--- config.mk ---
export PLATFORM = sky130hd
export DESIGN_NAME = fts_monitor
export DESIGN_NICKNAME = d
export VERILOG_FILES = /design/src/fts_pkg.sv /design/src/fts_monitor.sv
export SDC_FILE = /design/constraint.sdc
export NUM_CORES = 1
export LEC_CHECK = 0
export BUFFER_PORTS_ARGS = -buffer_cell sky130_fd_sc_hd__buf_4
export CORE_MARGIN = 5
export CORE_UTILIZATION = 39
export DETAILED_ROUTE_END_ITERATION = 8
export PLACE_DENSITY_LB_ADDON = 0.15
export SYNTH_ARGS = -nofsm -noshare
export SYNTH_HDL_FRONTEND = slang
export SYNTH_SLANG_ARGS = --single-unit
--- constraint.sdc ---
create_clock -name clk -period 6.35 [get_ports clk]
set_input_delay 0.3175 -clock clk [delete_from_list [all_inputs] [get_ports clk]]
set_output_delay 0.3175 -clock clk [all_outputs]
set_load 0.03 [all_outputs]
--- src/fts_pkg.sv ---
// Purpose: shared constants of the fan tach monitor
// Assumes: 8-bit indexed register port, 250 MHz clock
// Notes:   pwm prescale values are rounded to nearest step
package fts_pkg;
   // ==========================================================
   // clocking
   localparam int unsigned CLK_HZ  = 250_000_000;
   localparam int unsigned REF_HZ  = 90_000;
   localparam int unsigned OSC_HZ  = 14_318_000;
   localparam int unsigned REF_DIV = CLK_HZ / REF_HZ;
   localparam int unsigned OSC_DIV = CLK_HZ / OSC_HZ;
   // ==========================================================
   // register offsets (fan n at +2n for readings/minimums)
   localparam logic [7:0] OFF_READ_LO = 8'h28;
   localparam logic [7:0] OFF_STATUS  = 8'h42;
   localparam logic [7:0] OFF_MIN_LO  = 8'h54;
   localparam logic [7:0] OFF_FREQ    = 8'h5f;
   localparam logic [7:0] OFF_CONFIG  = 8'h7f;
   localparam logic [7:0] OFF_ENABLE  = 8'h80;
   localparam logic [7:0] OFF_LINK    = 8'h81;
   localparam logic [7:0] OFF_OPTION  = 8'h90;
   localparam logic [7:0] OFF_MODE    = 8'ha0;
   // ==========================================================
   // reset values
   localparam logic [3:0]  RST_ENABLE = 4'he;
   localparam logic [7:0]  RST_LINK   = 8'h24;
   localparam logic [7:0]  RST_OPTION = 8'h04;
   localparam logic [7:0]  RST_MODE   = 8'h00;
   localparam logic [3:0]  RST_FREQ   = 4'hb;
   localparam logic        RST_SPINUP_REDUCE_ENABLE  = 1'b1;
   localparam logic [15:0] RST_MIN    = 16'hffff;
   // ==========================================================
   // field positions
   localparam int unsigned ENA_GROUP = 0;
   localparam int unsigned ENA_FAN   = 1;
   localparam int unsigned STS_FAN   = 2;
   localparam int unsigned CFG_SPINUP_REDUCE_ENABLE = 4;
   localparam int unsigned OPT_SLOW  = 0;
   localparam int unsigned OPT_EDGES = 1;
   localparam int unsigned OPT_MODE2 = 3;
   localparam int unsigned OPT_GUARD = 4;
   // ==========================================================
   // codes
   localparam logic [15:0] CNT_STALL    = 16'hffff;
   localparam logic [15:0] CNT_SLOW     = 16'hfffe;
   localparam logic [1:0]  MODE_LOCK_HI = 2'b01;
   localparam logic [1:0]  MODE_LOCK_LO = 2'b10;
   typedef enum logic [2:0] {
      S_IDLE  = 3'b001,
      S_GUARD = 3'b010,
      S_COUNT = 3'b100
   } fts_state_t;
   // ==========================================================
   // edges per measurement: 2, 3, 5 or 9
   function automatic logic [3:0] edgeTarget(input logic [1:0] s);
      case (s)
         2'd0:    return 4'd2;
         2'd1:    return 4'd3;
         2'd2:    return 4'd5;
         default: return 4'd9;
      endcase
   endfunction
   // guard time in 90 kHz clocks
   function automatic logic [5:0] guardLimit(input logic [1:0] s);
      case (s)
         2'd0:    return 6'd8;
         2'd1:    return 6'd16;
         2'd2:    return 6'd32;
         default: return 6'd63;
      endcase
   endfunction
   // 14.318 MHz ticks per pwm step (256 steps a period)
   function automatic logic [12:0] prescale(input logic [3:0] f);
      case (f)
         4'h0:    return 13'd5084; // 11.0 Hz
         4'h1:    return 13'd3831; // 14.6 Hz
         4'h2:    return 13'd2554; // 21.9 Hz
         4'h3:    return 13'd1909; // 29.3 Hz
         4'h4:    return 13'd1589; // 35.2 Hz
         4'h5:    return 13'd1271; // 44.0 Hz
         4'h6:    return 13'd954;  // 58.6 Hz
         4'h7:    return 13'd638;  // 87.7 Hz
         4'h8:    return 13'd4;    // 15 kHz
         4'h9:    return 13'd3;    // 20 kHz
         4'ha:    return 13'd2;    // 30 kHz, coarse
         default: return 13'd2;    // 25 kHz
      endcase
   endfunction
endpackage

--- src/fts_monitor.sv ---
// Purpose: three-channel fan tach supervision and pwm timebase
// Assumes: fan inputs synchronous to clk; duty from auto control
// Notes:   registers reached over a byte-wide indexed port
`timescale 1ns/1ps
// Operation
// - no edge in window: stall, reading FFFFh
// - slow fan with option set loads FFFEh
// - saturation before last edge counts as slow
// - option clear: slow fan loads FFFFh
// - mode 1 latches count on last edge
// - mode 2 latches on last edge during on-time
// - last edge ends detection, resets state machine
// - reading above minimum sets fail status bit
// - stall holds FFFFh, next valid count latches
// - status needs reading above minimum and enable
// - minimum FFFFh never sets status from a reading
// - fan enables reset on, group enable off
// - locked-rotor level sets status, may interrupt
// - two-bit mode field per fan decoded
// - link register picks pwm per tach
// - spin-up hold released when linked fan normal
// - pwm gates mode 2, blocks mode 1 events when off
// - all pwm rates from 14.318 MHz
// - four-bit select, reset selects 25 kHz
// - full duty gives 255/256, never constant
// - count 90 kHz pulses, measurement ends at FFFEh
// - edges per measurement 2, 3, 5, 9
// - mode 2 waits pwm high plus guard
// - low byte read freezes high byte
module fts_monitor #(
   parameter int unsigned REF_DIV = fts_pkg::REF_DIV,
   parameter int unsigned OSC_DIV = fts_pkg::OSC_DIV
) (
   input  wire logic            clk,
   input  wire logic            reset_n,
   input  wire logic [7:0]      regAddr,
   input  wire logic            regWrEn,
   input  wire logic            regRdEn,
   input  wire logic [7:0]      regWrData,
   output logic      [7:0]      regRdData,
   input  wire logic [2:0]      fanSpeedInput,
   input  wire logic [2:0][7:0] autoDuty,
   input  wire logic [2:0]      spinupHold,
   output logic      [2:0]      fanDriveOutput,
   output logic                 monitorInterruptPin_n
);
   if (REF_DIV < 2 || REF_DIV > 4096 || OSC_DIV < 2 || OSC_DIV > 32)
   begin : g_bad_div
      $error("divider out of range");
   end

   // ==========================================================
   // state
   logic [11:0]        refDivCnt;
   logic               refTick;
   logic [4:0]         oscDivCnt;
   logic               oscTick;
   logic [12:0]        prescCnt;
   logic [7:0]         pwmCnt;
   logic [3:0]         freqSel;
   logic               spinupReduceEnable;
   logic [3:0]         enableReg;
   logic [7:0]         linkReg;
   logic [7:0]         modeReg;
   logic [7:0]         option   [3];
   logic [15:0]        minimum  [3];
   logic [15:0]        reading  [3];
   logic [15:0]        cnt      [3];
   logic [3:0]         edges    [3];
   logic [5:0]         guardCnt [3];
   fts_pkg::fts_state_t state   [3];
   logic [15:0]        resVal   [3];
   logic [2:0]         resStb;
   logic [2:0]         resGate;
   logic [2:0]         fanOk;
   logic [2:0]         fanFail;
   logic [2:0]         tachPrev;
   logic [2:0]         pwmPrev;
   logic [2:0]         hiFrozen;
   logic [7:0]         hiShadow [3];
   // combinational
   logic [2:0]         tachEdge;
   logic [2:0]         pwmOnL;
   logic [2:0]         locked;
   logic [2:0]         lockActive;
   logic [2:0]         finNow;
   logic [15:0]        finVal   [3];
   logic [2:0]         failSet;
   logic [2:0]         holdEff;
   logic [2:0]         okToPwm;
   logic [7:0]         rdMux;

   // ==========================================================
   // timebases: 90 kHz tach clock and 14.318 MHz pwm clock
   always_ff @(posedge clk) begin
      if (!reset_n) begin
         refDivCnt <= '0;
         refTick   <= 1'b0;
      end else if (refDivCnt == 12'(REF_DIV - 1)) begin
         refDivCnt <= '0;
         refTick   <= 1'b1;
      end else begin
         refDivCnt <= refDivCnt + 12'd1;
         refTick   <= 1'b0;
      end
   end

   // integer divide of the system clock, so rates are approximate
   always_ff @(posedge clk) begin
      if (!reset_n) begin
         oscDivCnt <= '0;
         oscTick   <= 1'b0;
      end else if (oscDivCnt == 5'(OSC_DIV - 1)) begin
         oscDivCnt <= '0;
         oscTick   <= 1'b1;
      end else begin
         oscDivCnt <= oscDivCnt + 5'd1;
         oscTick   <= 1'b0;
      end
   end

   // one shared 8-bit duty counter stepped by the prescaler
   always_ff @(posedge clk) begin
      if (!reset_n) begin
         prescCnt <= '0;
         pwmCnt   <= '0;
      end else if (oscTick) begin
         if (prescCnt >= fts_pkg::prescale(freqSel) - 13'd1) begin
            prescCnt <= '0;
            pwmCnt   <= pwmCnt + 8'd1;
         end else begin
            prescCnt <= prescCnt + 13'd1;
         end
      end
   end

   // ==========================================================
   // pwm outputs and spin-up reduction
   always_comb begin
      okToPwm = '0;
      for (int i = 0; i < 3; i++) begin
         okToPwm[linkIdx(i)] = okToPwm[linkIdx(i)] | fanOk[i];
      end
      holdEff = spinupHold & ~({3{spinupReduceEnable}} & okToPwm);
   end

   // compare against 0..255: duty ff stays low one step in 256
   always_ff @(posedge clk) begin
      if (!reset_n) begin
         fanDriveOutput <= '0;
      end else begin
         for (int j = 0; j < 3; j++) begin
            fanDriveOutput[j] <= holdEff[j] | (pwmCnt < autoDuty[j]);
         end
      end
   end

   function automatic logic [1:0] linkIdx(input int i);
      logic [1:0] s;
      s = linkReg[2*i +: 2];
      return (s == 2'd3) ? 2'd2 : s;
   endfunction

   // ==========================================================
   // per-channel input decode
   always_comb begin
      for (int i = 0; i < 3; i++) begin
         tachEdge[i]   = fanSpeedInput[i] ^ tachPrev[i];
         pwmOnL[i]     = fanDriveOutput[linkIdx(i)];
         locked[i]     = modeReg[7-2*i -: 2] == fts_pkg::MODE_LOCK_HI ||
                         modeReg[7-2*i -: 2] == fts_pkg::MODE_LOCK_LO;
         lockActive[i] = (modeReg[7-2*i -: 2] == fts_pkg::MODE_LOCK_HI &&
                          fanSpeedInput[i]) ||
                         (modeReg[7-2*i -: 2] == fts_pkg::MODE_LOCK_LO &&
                          !fanSpeedInput[i]);
      end
   end

   // end-of-measurement decision for each channel
   always_comb begin
      logic [15:0] slowV;
      slowV = fts_pkg::CNT_STALL;
      for (int i = 0; i < 3; i++) begin
         slowV = option[i][fts_pkg::OPT_SLOW] ? fts_pkg::CNT_SLOW
                                              : fts_pkg::CNT_STALL;
         finNow[i] = 1'b0;
         finVal[i] = fts_pkg::CNT_STALL;
         if (state[i] == fts_pkg::S_COUNT && !locked[i]) begin
            if (option[i][fts_pkg::OPT_MODE2] && !pwmOnL[i]) begin
               finNow[i] = 1'b1;
               finVal[i] = (edges[i] == 4'd0) ? fts_pkg::CNT_STALL
                                              : slowV;
            end else if (tachEdge[i] && edges[i] == fts_pkg::edgeTarget(
                         option[i][fts_pkg::OPT_EDGES +: 2]) - 4'd1) begin
               finNow[i] = 1'b1;
               finVal[i] = cnt[i];
            end else if (!tachEdge[i] && refTick &&
                         cnt[i] == fts_pkg::CNT_SLOW) begin
               finNow[i] = 1'b1;
               finVal[i] = (edges[i] == 4'd0) ? fts_pkg::CNT_STALL
                                              : slowV;
            end
         end
      end
   end

   // ==========================================================
   // measurement state machines, one per fan
   always_ff @(posedge clk) begin
      if (!reset_n) begin
         tachPrev <= '0;
         pwmPrev  <= '0;
         resStb   <= '0;
         resGate  <= '0;
         fanOk    <= '0;
         for (int i = 0; i < 3; i++) begin
            state[i]    <= fts_pkg::S_IDLE;
            cnt[i]      <= '0;
            edges[i]    <= '0;
            guardCnt[i] <= '0;
            reading[i]  <= fts_pkg::CNT_STALL;
            resVal[i]   <= fts_pkg::CNT_STALL;
         end
      end else begin
         tachPrev <= fanSpeedInput;
         pwmPrev  <= pwmOnL;
         resStb   <= finNow;
         for (int i = 0; i < 3; i++) begin
            if (finNow[i]) begin
               reading[i] <= finVal[i];
               resVal[i]  <= finVal[i];
               resGate[i] <= option[i][fts_pkg::OPT_MODE2] | pwmOnL[i];
               fanOk[i]   <= finVal[i] < fts_pkg::CNT_SLOW &&
                             finVal[i] <= minimum[i];
               state[i]   <= fts_pkg::S_IDLE;
            end else if (locked[i]) begin
               state[i] <= fts_pkg::S_IDLE;
            end else begin
               case (state[i])
                  fts_pkg::S_IDLE: begin
                     cnt[i]      <= '0;
                     edges[i]    <= '0;
                     guardCnt[i] <= '0;
                     if (!option[i][fts_pkg::OPT_MODE2])
                        state[i] <= fts_pkg::S_COUNT;
                     else if (pwmOnL[i] && !pwmPrev[i])
                        state[i] <= fts_pkg::S_GUARD;
                  end
                  fts_pkg::S_GUARD: begin
                     if (!pwmOnL[i]) begin
                        state[i] <= fts_pkg::S_IDLE;
                     end else if (refTick) begin
                        guardCnt[i] <= guardCnt[i] + 6'd1;
                        if (guardCnt[i] == fts_pkg::guardLimit(
                            option[i][fts_pkg::OPT_GUARD +: 2]) - 6'd1)
                           state[i] <= fts_pkg::S_COUNT;
                     end
                  end
                  fts_pkg::S_COUNT: begin
                     if (tachEdge[i]) begin
                        edges[i] <= edges[i] + 4'd1;
                        if (edges[i] == 4'd0)
                           cnt[i] <= '0; // first edge starts timing
                     end else if (refTick) begin
                        cnt[i] <= cnt[i] + 16'd1;
                     end
                  end
                  default: state[i] <= fts_pkg::S_IDLE;
               endcase
            end
         end
      end
   end

   // ==========================================================
   // fail status, write-one-to-clear, a new event beats the clear
   always_comb begin
      for (int i = 0; i < 3; i++) begin
         failSet[i] = (resStb[i] && resGate[i] &&
                       resVal[i] > minimum[i] &&
                       minimum[i] != fts_pkg::CNT_STALL &&
                       enableReg[fts_pkg::ENA_FAN+i]) ||
                      (lockActive[i] &&
                       enableReg[fts_pkg::ENA_FAN+i]);
      end
   end

   always_ff @(posedge clk) begin
      if (!reset_n) begin
         fanFail <= '0;
      end else begin
         for (int i = 0; i < 3; i++) begin
            fanFail[i] <= failSet[i] | (fanFail[i] &
                          ~(regWrEn && regAddr == fts_pkg::OFF_STATUS &&
                            regWrData[fts_pkg::STS_FAN+i]));
         end
      end
   end

   // pin only follows fan events while the group enable is set
   always_ff @(posedge clk) begin
      if (!reset_n)
         monitorInterruptPin_n <= 1'b1;
      else
         monitorInterruptPin_n <= ~(enableReg[fts_pkg::ENA_GROUP] &
                                    (|fanFail));
   end

   // ==========================================================
   // writable registers
   always_ff @(posedge clk) begin
      if (!reset_n) begin
         enableReg          <= fts_pkg::RST_ENABLE;
         linkReg            <= fts_pkg::RST_LINK;
         modeReg            <= fts_pkg::RST_MODE;
         freqSel            <= fts_pkg::RST_FREQ;
         spinupReduceEnable <= fts_pkg::RST_SPINUP_REDUCE_ENABLE;
         for (int i = 0; i < 3; i++) begin
            option[i]  <= fts_pkg::RST_OPTION;
            minimum[i] <= fts_pkg::RST_MIN;
         end
      end else if (regWrEn) begin
         if (regAddr == fts_pkg::OFF_ENABLE)
            enableReg <= regWrData[3:0];
         if (regAddr == fts_pkg::OFF_LINK)
            linkReg <= regWrData;
         if (regAddr == fts_pkg::OFF_MODE)
            modeReg <= regWrData;
         if (regAddr == fts_pkg::OFF_FREQ)
            freqSel <= regWrData[3:0];
         if (regAddr == fts_pkg::OFF_CONFIG)
            spinupReduceEnable <= regWrData[fts_pkg::CFG_SPINUP_REDUCE_ENABLE];
         for (int i = 0; i < 3; i++) begin
            if (regAddr == fts_pkg::OFF_OPTION + 8'(i))
               option[i] <= regWrData;
            if (regAddr == fts_pkg::OFF_MIN_LO + 8'(2*i))
               minimum[i][7:0] <= regWrData;
            if (regAddr == fts_pkg::OFF_MIN_LO + 8'(2*i+1))
               minimum[i][15:8] <= regWrData;
         end
      end
   end

   // ==========================================================
   // read path; unmapped indices read zero
   always_comb begin
      rdMux = 8'h00;
      if (regAddr == fts_pkg::OFF_STATUS)
         rdMux[fts_pkg::STS_FAN +: 3] = fanFail;
      if (regAddr == fts_pkg::OFF_ENABLE)
         rdMux = {4'h0, enableReg};
      if (regAddr == fts_pkg::OFF_LINK)
         rdMux = linkReg;
      if (regAddr == fts_pkg::OFF_MODE)
         rdMux = modeReg;
      if (regAddr == fts_pkg::OFF_FREQ)
         rdMux = {4'h0, freqSel};
      if (regAddr == fts_pkg::OFF_CONFIG)
         rdMux[fts_pkg::CFG_SPINUP_REDUCE_ENABLE] = spinupReduceEnable;
      for (int i = 0; i < 3; i++) begin
         if (regAddr == fts_pkg::OFF_OPTION + 8'(i))
            rdMux = option[i];
         if (regAddr == fts_pkg::OFF_MIN_LO + 8'(2*i))
            rdMux = minimum[i][7:0];
         if (regAddr == fts_pkg::OFF_MIN_LO + 8'(2*i+1))
            rdMux = minimum[i][15:8];
         if (regAddr == fts_pkg::OFF_READ_LO + 8'(2*i))
            rdMux = reading[i][7:0];
         if (regAddr == fts_pkg::OFF_READ_LO + 8'(2*i+1))
            rdMux = hiFrozen[i] ? hiShadow[i] : reading[i][15:8];
      end
   end

   // low byte read snapshots the high byte so the pair is coherent
   always_ff @(posedge clk) begin
      if (!reset_n) begin
         regRdData <= 8'h00;
         hiFrozen  <= '0;
         for (int i = 0; i < 3; i++)
            hiShadow[i] <= 8'h00;
      end else if (regRdEn) begin
         regRdData <= rdMux;
         for (int i = 0; i < 3; i++) begin
            if (regAddr == fts_pkg::OFF_READ_LO + 8'(2*i)) begin
               hiFrozen[i] <= 1'b1;
               hiShadow[i] <= reading[i][15:8];
            end else if (regAddr == fts_pkg::OFF_READ_LO + 8'(2*i+1)) begin
               hiFrozen[i] <= 1'b0;
            end
         end
      end
   end

   // ==========================================================
   // checks on channel 0 and the interrupt pin
   a_stall_reading: assert property (@(posedge clk) disable iff (!reset_n)
      (finNow[0] && edges[0] == 4'd0) |=> reading[0] == 16'hffff)
      else $error("stall did not load ffff");
   a_slow_code: assert property (@(posedge clk) disable iff (!reset_n)
      (finNow[0] && edges[0] != 4'd0 && !tachEdge[0] &&
       option[0][0]) |=> reading[0] == 16'hfffe)
      else $error("slow fan did not load fffe");
   a_slow_merged: assert property (@(posedge clk) disable iff (!reset_n)
      (finNow[0] && !tachEdge[0] && !option[0][0])
      |=> reading[0] == 16'hffff)
      else $error("slow fan without option not ffff");
   a_count_latch: assert property (@(posedge clk) disable iff (!reset_n)
      (finNow[0] && tachEdge[0] &&
       !(option[0][fts_pkg::OPT_MODE2] && !pwmOnL[0]))
      |=> reading[0] == $past(cnt[0]) &&
          state[0] == fts_pkg::S_IDLE)
      else $error("count not latched on last edge");
   a_fail_set: assert property (@(posedge clk) disable iff (!reset_n)
      (resStb[0] && resGate[0] && resVal[0] > minimum[0] &&
       minimum[0] != 16'hffff && enableReg[1]) |=> fanFail[0])
      else $error("fail bit not set");
   a_min_block: assert property (@(posedge clk) disable iff (!reset_n)
      (minimum[0] == 16'hffff && !locked[0] && !fanFail[0])
      |=> !fanFail[0])
      else $error("fail bit set with minimum ffff");
   a_group_gate: assert property (@(posedge clk) disable iff (!reset_n)
      !enableReg[0] |=> monitorInterruptPin_n)
      else $error("pin active with group disabled");
   a_lock_level: assert property (@(posedge clk) disable iff (!reset_n)
      (lockActive[0] && enableReg[1]) |=> fanFail[0] ##1 fanFail[0]
      or !(lockActive[0] && enableReg[1]))
      else $error("locked rotor not flagged");
   a_full_duty: assert property (@(posedge clk) disable iff (!reset_n)
      (autoDuty[0] == 8'hff && pwmCnt == 8'hff && !holdEff[0])
      |=> !fanDriveOutput[0])
      else $error("full duty drove constant high");
endmodule // fts_monitor

Word-level counts from Yosys, hierarchy flattened:

Memories as Yosys holds them, arrays and structs flattened. A register that Yosys moved wholly into a read port is not among the register bits.
Cells that the tools add are included.

* memory bits (read-only): 208
* register bits after elaboration: 98
* bits in writable memories: 279
* logic and storage cells: 766
* memories kept: 10
* bits of input ports: 50
* output and inout bits: 12

Memories
* (no name shown): depth 16, bits a word 13, read ports 1, clocked after memory_dff 1, wr ports 0, line fts_pkg.sv:74 `case (f)`
* cnt: depth 3, bits a word 16, read ports 3, clocked after memory_dff 0, wr ports 3, line fts_monitor.sv:68 `logic [15:0] cnt [3];`
* minimum: depth 3, bits a word 16, read ports 3, clocked after memory_dff 0, wr ports 3, line fts_monitor.sv:66 `logic [15:0] minimum [3];`
* reading: depth 3, bits a word 16, read ports 3, clocked after memory_dff 0, wr ports 3, line fts_monitor.sv:67 `logic [15:0] reading [3];`
* resVal: depth 3, bits a word 16, read ports 3, clocked after memory_dff 0, wr ports 3, line fts_monitor.sv:72 `logic [15:0] resVal [3];`
* hiShadow: depth 3, bits a word 8, read ports 3, clocked after memory_dff 0, wr ports 3, line fts_monitor.sv:80 `logic [7:0] hiShadow [3];`
* 4 more memories

* reductions and logical operators: 100
* equal/unequal tests: 65
* multiplexer cells: 437
* add/subtract/negate cells: 20
* magnitude comparators: 19
* bitwise operators: 88

Operators with widths (count)
* 16-bit two-way mux: 24
* 1-bit two-way mux: 296
* 8-bit two-way mux: 33
* 6-bit two-way mux: 24
* 8-bit by 7-bit == test with 1-bit output, second input constant: 9
* 1-bit OR: 72
* 3-bit two-way mux: 22
* 4-bit two-way mux: 14
* 6-bit one-hot mux with 3 select lines: 3
* 1-bit logical AND: 49
* 16-bit by 1-bit adder with 16-bit output, second input constant: 3
* 16-bit == test, second input constant: 3
* 8-bit by 6-bit == test with 1-bit output, second input constant: 6
* 8-bit == test, second input constant: 6
* 16-bit > comparator: 3
* 16-bit <= comparator: 3
* 16-bit less-than comparator, second input constant: 3
* 16-bit inequality test, second input constant: 3
* 13-bit two-way mux: 3
* 4-bit one-hot mux with 3 select lines: 3
* 2-bit == test, second input constant: 12
* 8-bit less-than comparator: 3
* 6-bit by 1-bit adder with 6-bit output, second input constant: 3
* 2-bit by 1-bit == test with 1-bit output, second input constant: 9
* 36 further kinds: 120

Logic depth before layout (Yosys ltp):

Gate-level depths: netlist of the first run.

* word-level depth: 28
* mapped depth: 14
* mapped depth without buffers: 14

Worst setup path after synthesis of the first run:

No wires, ideal clock.

* kind: register to register
* from: register fanDriveOutput[0]
* to: register fanOk[2]
* path slack: 2.812 ns
* period minus slack after synthesis: 3.538 ns
* path buffers: 1
* library setup time: 0.074 ns
* stages on the path, launching flop included: 14
* data required time: 6.276 ns
* arrival time: 3.464 ns
* cells stage by stage: dfxtp_1 > mux2_2 > a211oi_2 > a2111oi_2 > nand3_1 > clkbuf_1 > or2_2 > ha_1 > a21o_1 > a21o_1 > a2111oi_0 > nor3b_1 > a2111o_1 > o21ai_0

RTL lines
* start: declaration: line fts_monitor.sv:44 `output logic [2:0] fanDriveOutput,`
* start signal: indexed assignment: line fts_monitor.sv:153 `fanDriveOutput[j] <= holdEff[j] | (pwmCnt < autoDuty[j]);`
* end signal: indexed assignment: line fts_monitor.sv:233 `fanOk[i] <= finVal[i] < fts_pkg::CNT_SLOW &&`
* end: declaration: line fts_monitor.sv:75 `logic [2:0] fanOk;`

==> results.json, run 1 <==
{
  "track_usage_pct": 21.8,
  "met3_usage_pct": 3.83,
  "rsz0062_at_grt": "false",
  "antenna_left": 0,
  "pwr-share-seq_pct": 47.3,
  "p_clk_share_pct": 41.4,
  "r2r-end": "fanOk[2]",
  "powerDensity_nw_per_um2": 254,
  "viasPerCell": 5.85,
  "synth_seq_area_share_pct": 44.1,
  "synthTopCellsByCount": "231 x edfxtp_1, 205 x nor2_1, 163 x ha_1, 141 x nand2_1, 119 x inv_1",
  "pwr-share-comb_pct": 11.4,
  "ff2ff_path_depth": 12,
  "core_area_um2": 52700,
  "vias": 16800,
  "r2r-start": "option[0][18]",
  "syn-num-nets": 2321,
  "crit_path_end_kind": "register",
  "yosysUniqueCellTypes": 89,
  "yosysMostFrequentCell": "edfxtp_1",
  "placedInstanceArea_um2": 21900,
  "h-tree-depth": 2,
  "finalSetupViolations": 0,
  "hold_viol": 0,
  "drtIter0Drc": 1534,
  "syn-instance-count": 2108,
  "clock_latency_ns": 0.58,
  "overflow": 0,
  "syn_to_final_growth_pct": 12.1,
  "cts_made_buffers": 41,
  "cpPeakStageDelay_ns": 0.67,
  "report.final.slew_viol_count": 0,
  "synth_top_area_share_pct": 33.4,
  "setup_tns_ns": 0,
  "dpl.hpwl_um": 48800,
  "p_leak_uw": 0.00853,
  "fp.dieH_um": 241,
  "yosysWarnings": 0,
  "async_flop_share_pct": 0,
  "layout-drive-gt1-share_pct": 11.4,
  "outcome": "finished clean",
  "p_sw_share_pct": 27.3,
  "ios": 62,
  "top_usage_layer": "met2",
  "clock_skew_ns": 0.0277,
  "use_met2_pct": 34.0,
  "ir_worst_vdd_v": 0.000169,
  "path_cells": "nor3_1 -> o21ai_1 -> a2111oi_2 -> nand3_1 -> or2_2 -> ha_1 -> a21o_1 -> a21o_1 -> a2111oi_0 -> nor3b_1 -> a2111o_1 -> o21ai_0",
  "cts_tree": "yes",
  "max_slew.worst_pin.slew_ns": 1.35,
  "preCtsSetupSlack_ns": 2.20,
  "port_buffers": 61,
  "routedWlPerCell_um": 22.6,
  "die_w_um": 241,
  "fmax_mhz": 237,
  "power_uw": 5910,
  "grt_pass1_wl_um": 98500,
  "synth_area_um2": 20800,
  "internal_power_uw": 4300,
  "met1_usage_pct": 30.8,
  "dr.pass1.iters": 6,
  "min-delay-start": "regWrData[5]",
  "n_antenna_cell": 0,
  "drt-total-wl_um": 64800,
  "cp_common_cell": "a21o_1",
  "worstSetupPathType": "reg -> reg",
  "fill_cells": 5013,
  "clock-sinks": 342,
  "final_area_um2": 23300,
  "synth_seq_cells": 342,
  "hold-path-endpoint": "linkReg[5]",
  "cp_max_fo": 17,
  "rows": 84,
  "ff2ff_setup_slack_ns": 2.12,
  "fin_ws_ns": 2.12,
  "cts_buffer_depth": 3,
  "switching_power_uw": 1610,
  "grt_antenna_before_repair": 0,
  "fin_crit_ns": 4.23,
  "place.gp.congestion": 0.996,
  "slew_headroom_pct": 8.88,
  "synth.avg_cell_area_um2": 9.85,
  "yosysTopAreaCell": "edfxtp_1",
  "ys_top_cells_by_area": "edfxtp_1 33%, dfxtp_1 11%, ha_1 9.8%, nor2_1 3.7%, nand2_1 2.5%",
  "whs_path_depth": 3,
  "finalCritPeriodShare_pct": 66.6,
  "grt_pass1_vias": 16200,
  "cts.clk_slew.worst_paths_ns": 0.06,
  "arrival_ns": 4.72,
  "start_kind": "register",
  "drv_cap": 0,
  "clock-root-buffer": "clkbuf_16",
  "final_nets": 2366,
  "grt_max_degree": 58,
  "drcViolationCount": 0,
  "synth-edff-count": 231,
  "hold_path_class": "in -> reg",
  "start_util_pct": 39.4,
  "dieArea_um2": 57900,
  "required_ns": 6.84,
  "multiInputGateArea_um2": 10800,
  "synthFlopType": "edfxtp_1",
  "cpMaxStageDelayCell": "nand3_1",
  "seq_area_um2": 9160
}
placed cells by master, fill, tap and decap left out, types with 7 or more instances in the layout:
master	count
a2111oi_0	11
nand2_1	141
inv_1	118
or2_2	70
nor2b_1	24
a31oi_1	8
or3_1	8
a21o_1	16
mux2i_1	52
a211oi_1	12
nand3_1	92
nor3_1	37
clkbuf_16	45
clkbuf_1	12
o211ai_1	21
edfxtp_1	231
ha_1	163
xor2_1	60
nand2b_1	59
dfxtp_1	111
and2_1	42
xnor2_1	41
a32oi_1	10
nor3b_1	7
mux2_2	11
o311ai_0	8
o21a_1	23
o21ai_0	78
nand3b_1	7
nor4_1	19
o2111ai_1	9
and3_1	25
o22ai_1	9
buf_4	81
nand4_1	71
nor2_1	205
a21oi_1	83
o31ai_1	12
and4_1	14
routing by layer:
metal	vias to the layer above	routed length (um)	share of wire, %
li1	7851	-	-
met1	8189	28900	45
met2	625	29100	45
met3	145	4420	6.8
met4	0	2390	3.7
met5	-	0	0
flip-flops by register name (all words and copies together), names as in the netlist, 4 cells and up, named ones only:
name	count
regRdData	8
reading	16
state	9
modeReg	8
edges	12
guardCnt	18
pwmCnt	8
oscDivCnt	5
hiShadow	24
minimum	48
enableReg	4
prescCnt	13
resVal	32
refDivCnt	12
freqSel	4
cnt	48
option	24
linkReg	8
kinds of logic (layout without fill, tap and decap cells):
kind of cell	Yosys count	in the layout	share of synthesized area (%)
multiplexers	64	64	3.21
AO/OA/AOI/OAI	385	385	13.2
XOR/XNOR	101	101	4.26
adder cells (fa/ha/maj)	163	163	9.83
AND/OR/NAND/NOR	851	851	21.5
buffers and inverters	202	280	3.89
flip-flops	342	342	44.1
critical path: cells and delay by family, from the launching register on:
family / cells / cell delay [ns]
adders and majority gates: 1 / 0.29
DFF: 1 / 0.46
AOI/OAI and AO/OA: 7 / 1.82
and+or+nand+nor: 4 / 1.55
per-stage QoR:
step,hold WS [ns],util (%),std cells
floorplan,0.397,-,2108
global placement,0.444,41.5,2795
detailed placement,0.455,41.5,2795
CTS,0.0572,44.2,2874
global route,0.0948,44.2,2874
finish,0.0869,44.2,2874
how the worst max path moves through the flow:
stage                           start  endpoint  cells past startpoint
finish                  option[0][18]  fanOk[2]                     12
global route              edges[2][2]  fanOk[2]                     12
CTS                     option[0][18]  fanOk[2]                     12
detailed placement      option[0][18]  fanOk[2]                     12
global placement          edges[2][2]  fanOk[2]                     12
floorplan           fanDriveOutput[0]  fanOk[2]                     13
final cells by class:
class / count / area share (%)
clock buffers: 58 / 5.09
clock inverters: 18 / 0.833
inverters: 120 / 1.94
multi-input cells: 1564 / 46.4
flip-flops and latches: 342 / 39.3
well taps: 688 / 3.70
repair buffers: 84 / 2.74
what timing repair did:
action,in CTS,in global routing
resized for setup,0,0
hold buffers,3,0
endpoints found under the hold margin,3,0
buffers inserted,0,0
power by group through the flow:
| stage | clock network, uW | registers, uW | logic, uW |
|---|---|---|---|
| floorplan | 0 | 2750 | 463 |
| global placement | 0 | 2830 | 648 |
| detailed placement | 0 | 2840 | 661 |
| CTS | 2500 | 2790 | 668 |
| global route | 2580 | 2820 | 744 |
| finish | 2440 | 2790 | 672 |
Power figures use the tool's default switching activity.
==> inputs of run 2 (changes only) <==
==> constraint.sdc (replaced) <==
create_clock -name clk -period 3.65 [get_ports clk]
set_input_delay 0.1825 -clock clk [delete_from_list [all_inputs] [get_ports clk]]
set_output_delay 0.1825 -clock clk [all_outputs]
set_load 0.03 [all_outputs]
==> run 2 against run 1 <==
Effect of this change: die area did not move; setup slack worse by 1.9 ns; critical path depth increased by 1; count of clock-buffer cells in the layout is 4 lower; core utilization up 1.1 points; largest cell class unchanged; largest power group unchanged.
==> results.json, run 2 (same netlist as run 1, synthesis figures left out) <==
{
  "outcome": "finished clean",
  "drv_cap": 0,
  "rsz0062_at_grt": "false",
  "setup_tns_ns": 0,
  "finalCritPeriodShare_pct": 95.0,
  "port_buffers": 61,
  "fmax_mhz": 288,
  "worstSetupPathType": "reg -> reg",
  "rows": 84,
  "path_cells": "nor3_1 -> o21ai_1 -> a2111oi_4 -> nand3_1 -> buf_12 -> or2_2 -> ha_1 -> a21o_1 -> a21o_1 -> a2111oi_2 -> nor3b_1 -> a2111o_1 -> o21ai_0",
  "final_nets": 2428,
  "viasPerCell": 5.77,
  "cts_tree": "yes",
  "dr.pass1.iters": 6,
  "grt_pass1_vias": 16500,
  "cp_common_cell": "a21o_1",
  "ff2ff_path_depth": 13,
  "grt_max_degree": 58,
  "antenna_left": 0,
  "clock_latency_ns": 0.57,
  "reg_top3": "cnt (48), minimum (48), resVal (32)",
  "required_ns": 4.14,
  "cpMaxStageDelayCell": "edfxtp_1",
  "arrival_ns": 3.96,
  "slew_headroom_pct": 40.3,
  "cpPeakStageDelay_ns": 0.47,
  "cts_made_buffers": 40,
  "max_slew.worst_pin.slew_ns": 0.873,
  "core_area_um2": 52700,
  "hold_path_class": "in -> reg",
  "layout-drive-gt1-share_pct": 13.5,
  "clock-root-buffer": "clkbuf_16",
  "track_usage_pct": 22.0,
  "cp_max_fo": 17,
  "cts.clk_slew.worst_paths_ns": 0.06,
  "place.gp.congestion": 1.01,
  "final_area_um2": 23800,
  "h-tree-depth": 2,
  "p_leak_uw": 0.00884,
  "whs_path_depth": 2,
  "ios": 62,
  "die_w_um": 241,
  "crit_path_end_kind": "register",
  "ir_worst_vdd_v": 0.000327,
  "finalSetupViolations": 0,
  "placedInstanceArea_um2": 22300,
  "syn_to_final_growth_pct": 14.8,
  "vias": 16900,
  "final_util_pct": 45.3,
  "start_util_pct": 39.4,
  "routedWlPerCell_um": 22.2,
  "start_kind": "register",
  "clock-sinks": 342,
  "drt-total-wl_um": 65000,
  "powerDensity_nw_per_um2": 433,
  "dpl.hpwl_um": 49300,
  "hold_viol": 0,
  "layout_common_cells": "231 x edfxtp_1, 205 x nor2_1, 163 x ha_1, 141 x nand2_1, 129 x buf_4",
  "drtIter0Drc": 1348,
  "fp.dieH_um": 241,
  "drcViolationCount": 0,
  "dieArea_um2": 57900,
  "report.final.slew_viol_count": 0,
  "grt_pass1_wl_um": 99100,
  "cts_buffer_depth": 3,
  "clock_skew_ns": 0.0145,
  "grt_antenna_before_repair": 1,
  "overflow": 0,
  "final_common_cell": "edfxtp_1",
  "fin_crit_ns": 3.47
}
run 2: cell types whose count changed in the layout (fill, tap and decap cells not counted), moves of 2 or more:
cell           previous run  this run
clkinv_1                  6         4
bufinv_16                 4         6
clkbuf_16                45        41
dlygate4sd3_1             3        14
buf_4                    81       129
clkbuf_8                  1         4
clkbuf_1                 12         8
buf_12                    0         4
run 2: per-stage QoR:
step / std cells / hold WS, ns / total power (uW) / setup WS (ns)
2_1_floorplan: 2108 / 0.304 / 5600 / 0.112
3_3_place_gp: 2844 / 0.444 / 6100 / 0.157
3_5_place_dp: 2844 / 0.446 / 6130 / 0.0653
4_1_cts: 2930 / 0.00471 / 10400 / 0.0578
5_1_grt: 2933 / 0.0336 / 10800 / 0.000288
6_report: 2934 / 0.0393 / 10300 / 0.181
run 2: area by class of cell:
class / count / area (um2)
clock buffer: 54 / 1120
antenna: 1 / 2.50
sequential: 342 / 9160
fill: 5116 / 28800
inverter: 120 / 450
clock inverter: 18 / 243
multi-input combinational: 1564 / 10800
tap: 688 / 861
timing repair buffer: 147 / 1190
run 2: per-layer routing:
layer	part of all wire (%)	vias up	global-route usage [%]
li1	-	8002	-
met1	45	8208	31.2
met2	44	570	33.9
met3	6.6	144	3.46
met4	4.3	2	8.70
met5	0.020	-	0
run 2: worst max-delay path, delay by kind of cell (launching register included):
family | cells | cell delay [ns]
AO/OA/AOI/OAI | 7 | 1.68
AND/OR/NAND/NOR | 4 | 0.74
flip-flops | 1 | 0.47
adder cells (fa/ha/maj) | 1 | 0.29
buffers and inverters | 1 | 0.18
run 2: path summary, 6_finish.rpt:
kind / startpoint / end / slack [ns]
max: option[0][18] / fanOk[2] / 0.18
min: reset_n / enableReg[2] / 0.04
max reg2reg: option[0][18] / fanOk[2] / 0.18
min reg2reg: resGate[2] / resGate[2] / 0.46
run 2: what timing repair did:
| item | 4_1_cts | 5_1_grt |
|---|---|---|
| endpoints found under the setup margin | 0 | 1 |
| buffers inserted | 0 | 3 |
| hold buffers | 14 | 0 |
| hold endpoints to repair | 26 | 0 |
| gates resized for setup | 0 | 3 |
run 2: report_power, final:
| part | switching (uW) | total, uW | internal [uW] |
|---|---|---|---|
| sequential | 348 | 4820 | 4480 |
| clock | 1670 | 4240 | 2570 |
| combinational | 764 | 1270 | 504 |
| total | 2780 | 10300 | 7550 |
==> inputs of run 3 (changes only) <==
--- a/config.mk
+++ b/config.mk
@@ -5,7 +5,9 @@
 export SDC_FILE = /design/constraint.sdc
 export NUM_CORES = 1
 export LEC_CHECK = 0
+export ABC_AREA = 1
 export BUFFER_PORTS_ARGS = -buffer_cell sky130_fd_sc_hd__buf_4
+export CORE_ASPECT_RATIO = 0.9
 export CORE_MARGIN = 5
 export CORE_UTILIZATION = 39
 export DETAILED_ROUTE_END_ITERATION = 8
==> run 3 against run 2 <==
Effect of this change: largest cell class unchanged; die area fell by 2.6%; critical path type unchanged; highest routed layer unchanged; critical endpoint is now pwmCnt[6]; sequential share of layout area rose by 1.2 points; non-clock buffer count fell by 31.
==> results.json, run 3 <==
{
  "reg_top3": "cnt (48), minimum (48), resVal (32)",
  "grt_pass1_vias": 16400,
  "synthFlopType": "edfxtp_1",
  "routedWlPerCell_um": 17.6,
  "start_util_pct": 39.2,
  "powerDensity_nw_per_um2": 401,
  "layout-drive-gt1-share_pct": 8.97,
  "ys_top_cells_by_area": "edfxtp_1 34%, dfxtp_1 11%, ha_1 10%, nand2_1 8.0%, inv_1 6.6%",
  "dr.pass1.iters": 8,
  "path_cells": "inv_1 -> ha_1 -> nand2_1 -> or3_1 -> nor3_2 -> nand3b_1 -> nor3_1 -> xnor2_1 -> ha_1 -> nand2_1 -> nor4_1 -> o21ai_0 -> nand3_1 -> nand2_2 -> nor3_2 -> a21o_1 -> nand2_1 -> a31oi_1",
  "syn-instance-count": 2399,
  "cp_max_fo": 9,
  "die_w_um": 250,
  "p_clk_share_pct": 43.1,
  "drt-total-wl_um": 57200,
  "drcViolationCount": 0,
  "start_kind": "register",
  "grt_max_degree": 40,
  "cts_tree": "yes",
  "ir_worst_vdd_v": 0.000264,
  "finalSetupViolations": 0,
  "fill_cells": 5077,
  "ios": 62,
  "track_usage_pct": 19.8,
  "synth-edff-count": 231,
  "cts.clk_slew.worst_paths_ns": 0.06,
  "vias": 17000,
  "yosysMostFrequentCell": "nand2_1",
  "p_leak_uw": 0.00947,
  "worstSetupPathType": "reg -> reg",
  "place.gp.congestion": 0.929,
  "synthTopCellsByCount": "428 x nand2_1, 356 x inv_1, 265 x nor2_1, 231 x edfxtp_1, 163 x ha_1",
  "pwr-share-seq_pct": 47.9,
  "hold_ws_ns": 0.0504,
  "clock-sinks": 342,
  "max_slew.worst_pin.slew_ns": 0.894,
  "synth_top_area_share_pct": 34.3,
  "clock-root-buffer": "clkbuf_16",
  "internal_power_uw": 6900,
  "rows": 79,
  "grt_antenna_before_repair": 0,
  "dpl.hpwl_um": 44200,
  "layout_common_cells": "426 x nand2_1, 356 x inv_1, 265 x nor2_1, 231 x edfxtp_1, 163 x ha_1",
  "clock_skew_ns": 0.0218,
  "viasPerCell": 5.26,
  "syn_to_final_growth_pct": 14.6,
  "yosysWarnings": 0,
  "synth_area_um2": 20200,
  "fp.dieH_um": 226,
  "cpMaxStageDelayCell": "or3_1",
  "hold_viol": 0,
  "p_sw_share_pct": 25.7,
  "final_util_pct": 44.9,
  "drv_cap": 0,
  "switching_power_uw": 2380,
  "drtIter0Drc": 1353,
  "clock_latency_ns": 0.57,
  "hold_path_class": "in -> reg",
  "synth_seq_cells": 342,
  "cpPeakStageDelay_ns": 0.36,
  "final_common_cell": "nand2_1",
  "final_nets": 2733,
  "setup_tns_ns": 0,
  "synth_seq_area_share_pct": 45.4,
  "port_buffers": 61,
  "syn-num-nets": 2612,
  "cts_made_buffers": 42,
  "overflow": 0,
  "yosysTopAreaCell": "edfxtp_1",
  "required_ns": 4.14,
  "pwr-share-comb_pct": 9.0,
  "yosysUniqueCellTypes": 67,
  "finalCritPeriodShare_pct": 91.0,
  "slew_headroom_pct": 40.2,
  "fin_crit_ns": 3.32,
  "cp_common_cell": "nand2_1",
  "synth.avg_cell_area_um2": 8.42,
  "cts_buffer_depth": 3,
  "async_flop_share_pct": 0,
  "antenna_left": 0,
  "fmax_mhz": 301,
  "core_area_um2": 51500,
  "outcome": "finished clean",
  "grt_pass1_wl_um": 89500,
  "arrival_ns": 3.82,
  "report.final.slew_viol_count": 0,
  "crit_path_end_kind": "register",
  "dieArea_um2": 56400,
  "h-tree-depth": 2
}
-- run 3: cell count changes in the layout (fill, tap and decap cells not counted), sizes merged, moves of 41 or more --
cell,delta
nor2,+72
inv,+251
o21ai,+47
a21oi,+70
or2,-62
nand2,+291
nand2b,-59
nor3,+41
and2,-42
mux2i,-50
-- run 3: layout make-up --
class	count	area, um2	share of cell area (%)
clock buffer	63	1210	5.24
timing repair buffer	116	936	4.05
inverter	370	1390	6.00
clock inverter	14	96.3	0.416
antenna	1	2.50	0.0108
tap	688	861	3.72
sequential	342	9160	39.6
multi-input combinational	1648	9480	41.0
-- run 3: worst paths after layout --
path	from	endpoint	slack [ns]	cells past startpoint
min	regAddr[5]	spinupReduceEnable	0.05	5
max reg2reg	register	pwmCnt[6]	0.33	18
min reg2reg	oscDivCnt[0]	oscDivCnt[0]	0.45	1
max	register	pwmCnt[6]	0.33	18
-- run 3: stage by stage --
step | instance area [um2] | cells | power [uW] | worst slack [ns]
detailed placement | 21600 | 3148 | 5340 | 0.0887
finish | 23100 | 3242 | 9280 | 0.328
CTS | 23100 | 3241 | 9380 | 0.0740
global route | 23100 | 3241 | 9670 | -0.0180
floorplan | 20200 | 2399 | 5020 | 0.527
global placement | 21600 | 3148 | 5320 | 0.193
-- run 3: power by group through the flow --
stage | Combinational [uW] | Clock [uW] | Sequential (uW)
after detailed placement | 818 | 0 | 4520
final | 837 | 4000 | 4440
after global routing | 949 | 4260 | 4460
after CTS | 837 | 4100 | 4440
after floorplan | 539 | 0 | 4490
after global placement | 799 | 0 | 4520
-- run 3: worst max-delay path: cells and delay by family (launching register included) --
family / cells / cell delay [ns]
adder cells (fa/ha/maj): 2 / 0.52
flip-flops: 1 / 0.31
AO/OA/AOI/OAI: 3 / 0.42
AND/OR/NAND/NOR: 11 / 1.83
buffers and inverters: 1 / 0.09
XOR/XNOR: 1 / 0.10
-- run 3: cells by family after synthesis --
group,synth area share (%)
simple gates,23.8
compound gates,10.3
flops,45.4
fa+ha+maj,10.1
buf+inv,7.81
xor+xnor,2.51
mux,0.0991
-- run 3: layer usage --
| metal | global-route usage (%) | vias up | wire [um] |
|---|---|---|---|
| met4 | 5.13 | 2 | 1280 |
| li1 | - | 8435 | - |
| met5 | 0.924 | - | 70 |
| met3 | 5.04 | 89 | 4330 |
| met1 | 27.4 | 8029 | 26700 |
| met2 | 31.1 | 491 | 24800 |
-- run 3: timing repair --
| action | CTS | global route |
|---|---|---|
| gates resized for setup | 0 | 5 |
| setup endpoints to repair | 0 | 18 |
| setup buffers | 0 | 0 |
| hold endpoints to repair | 21 | 0 |
| hold buffers | 16 | 0 |
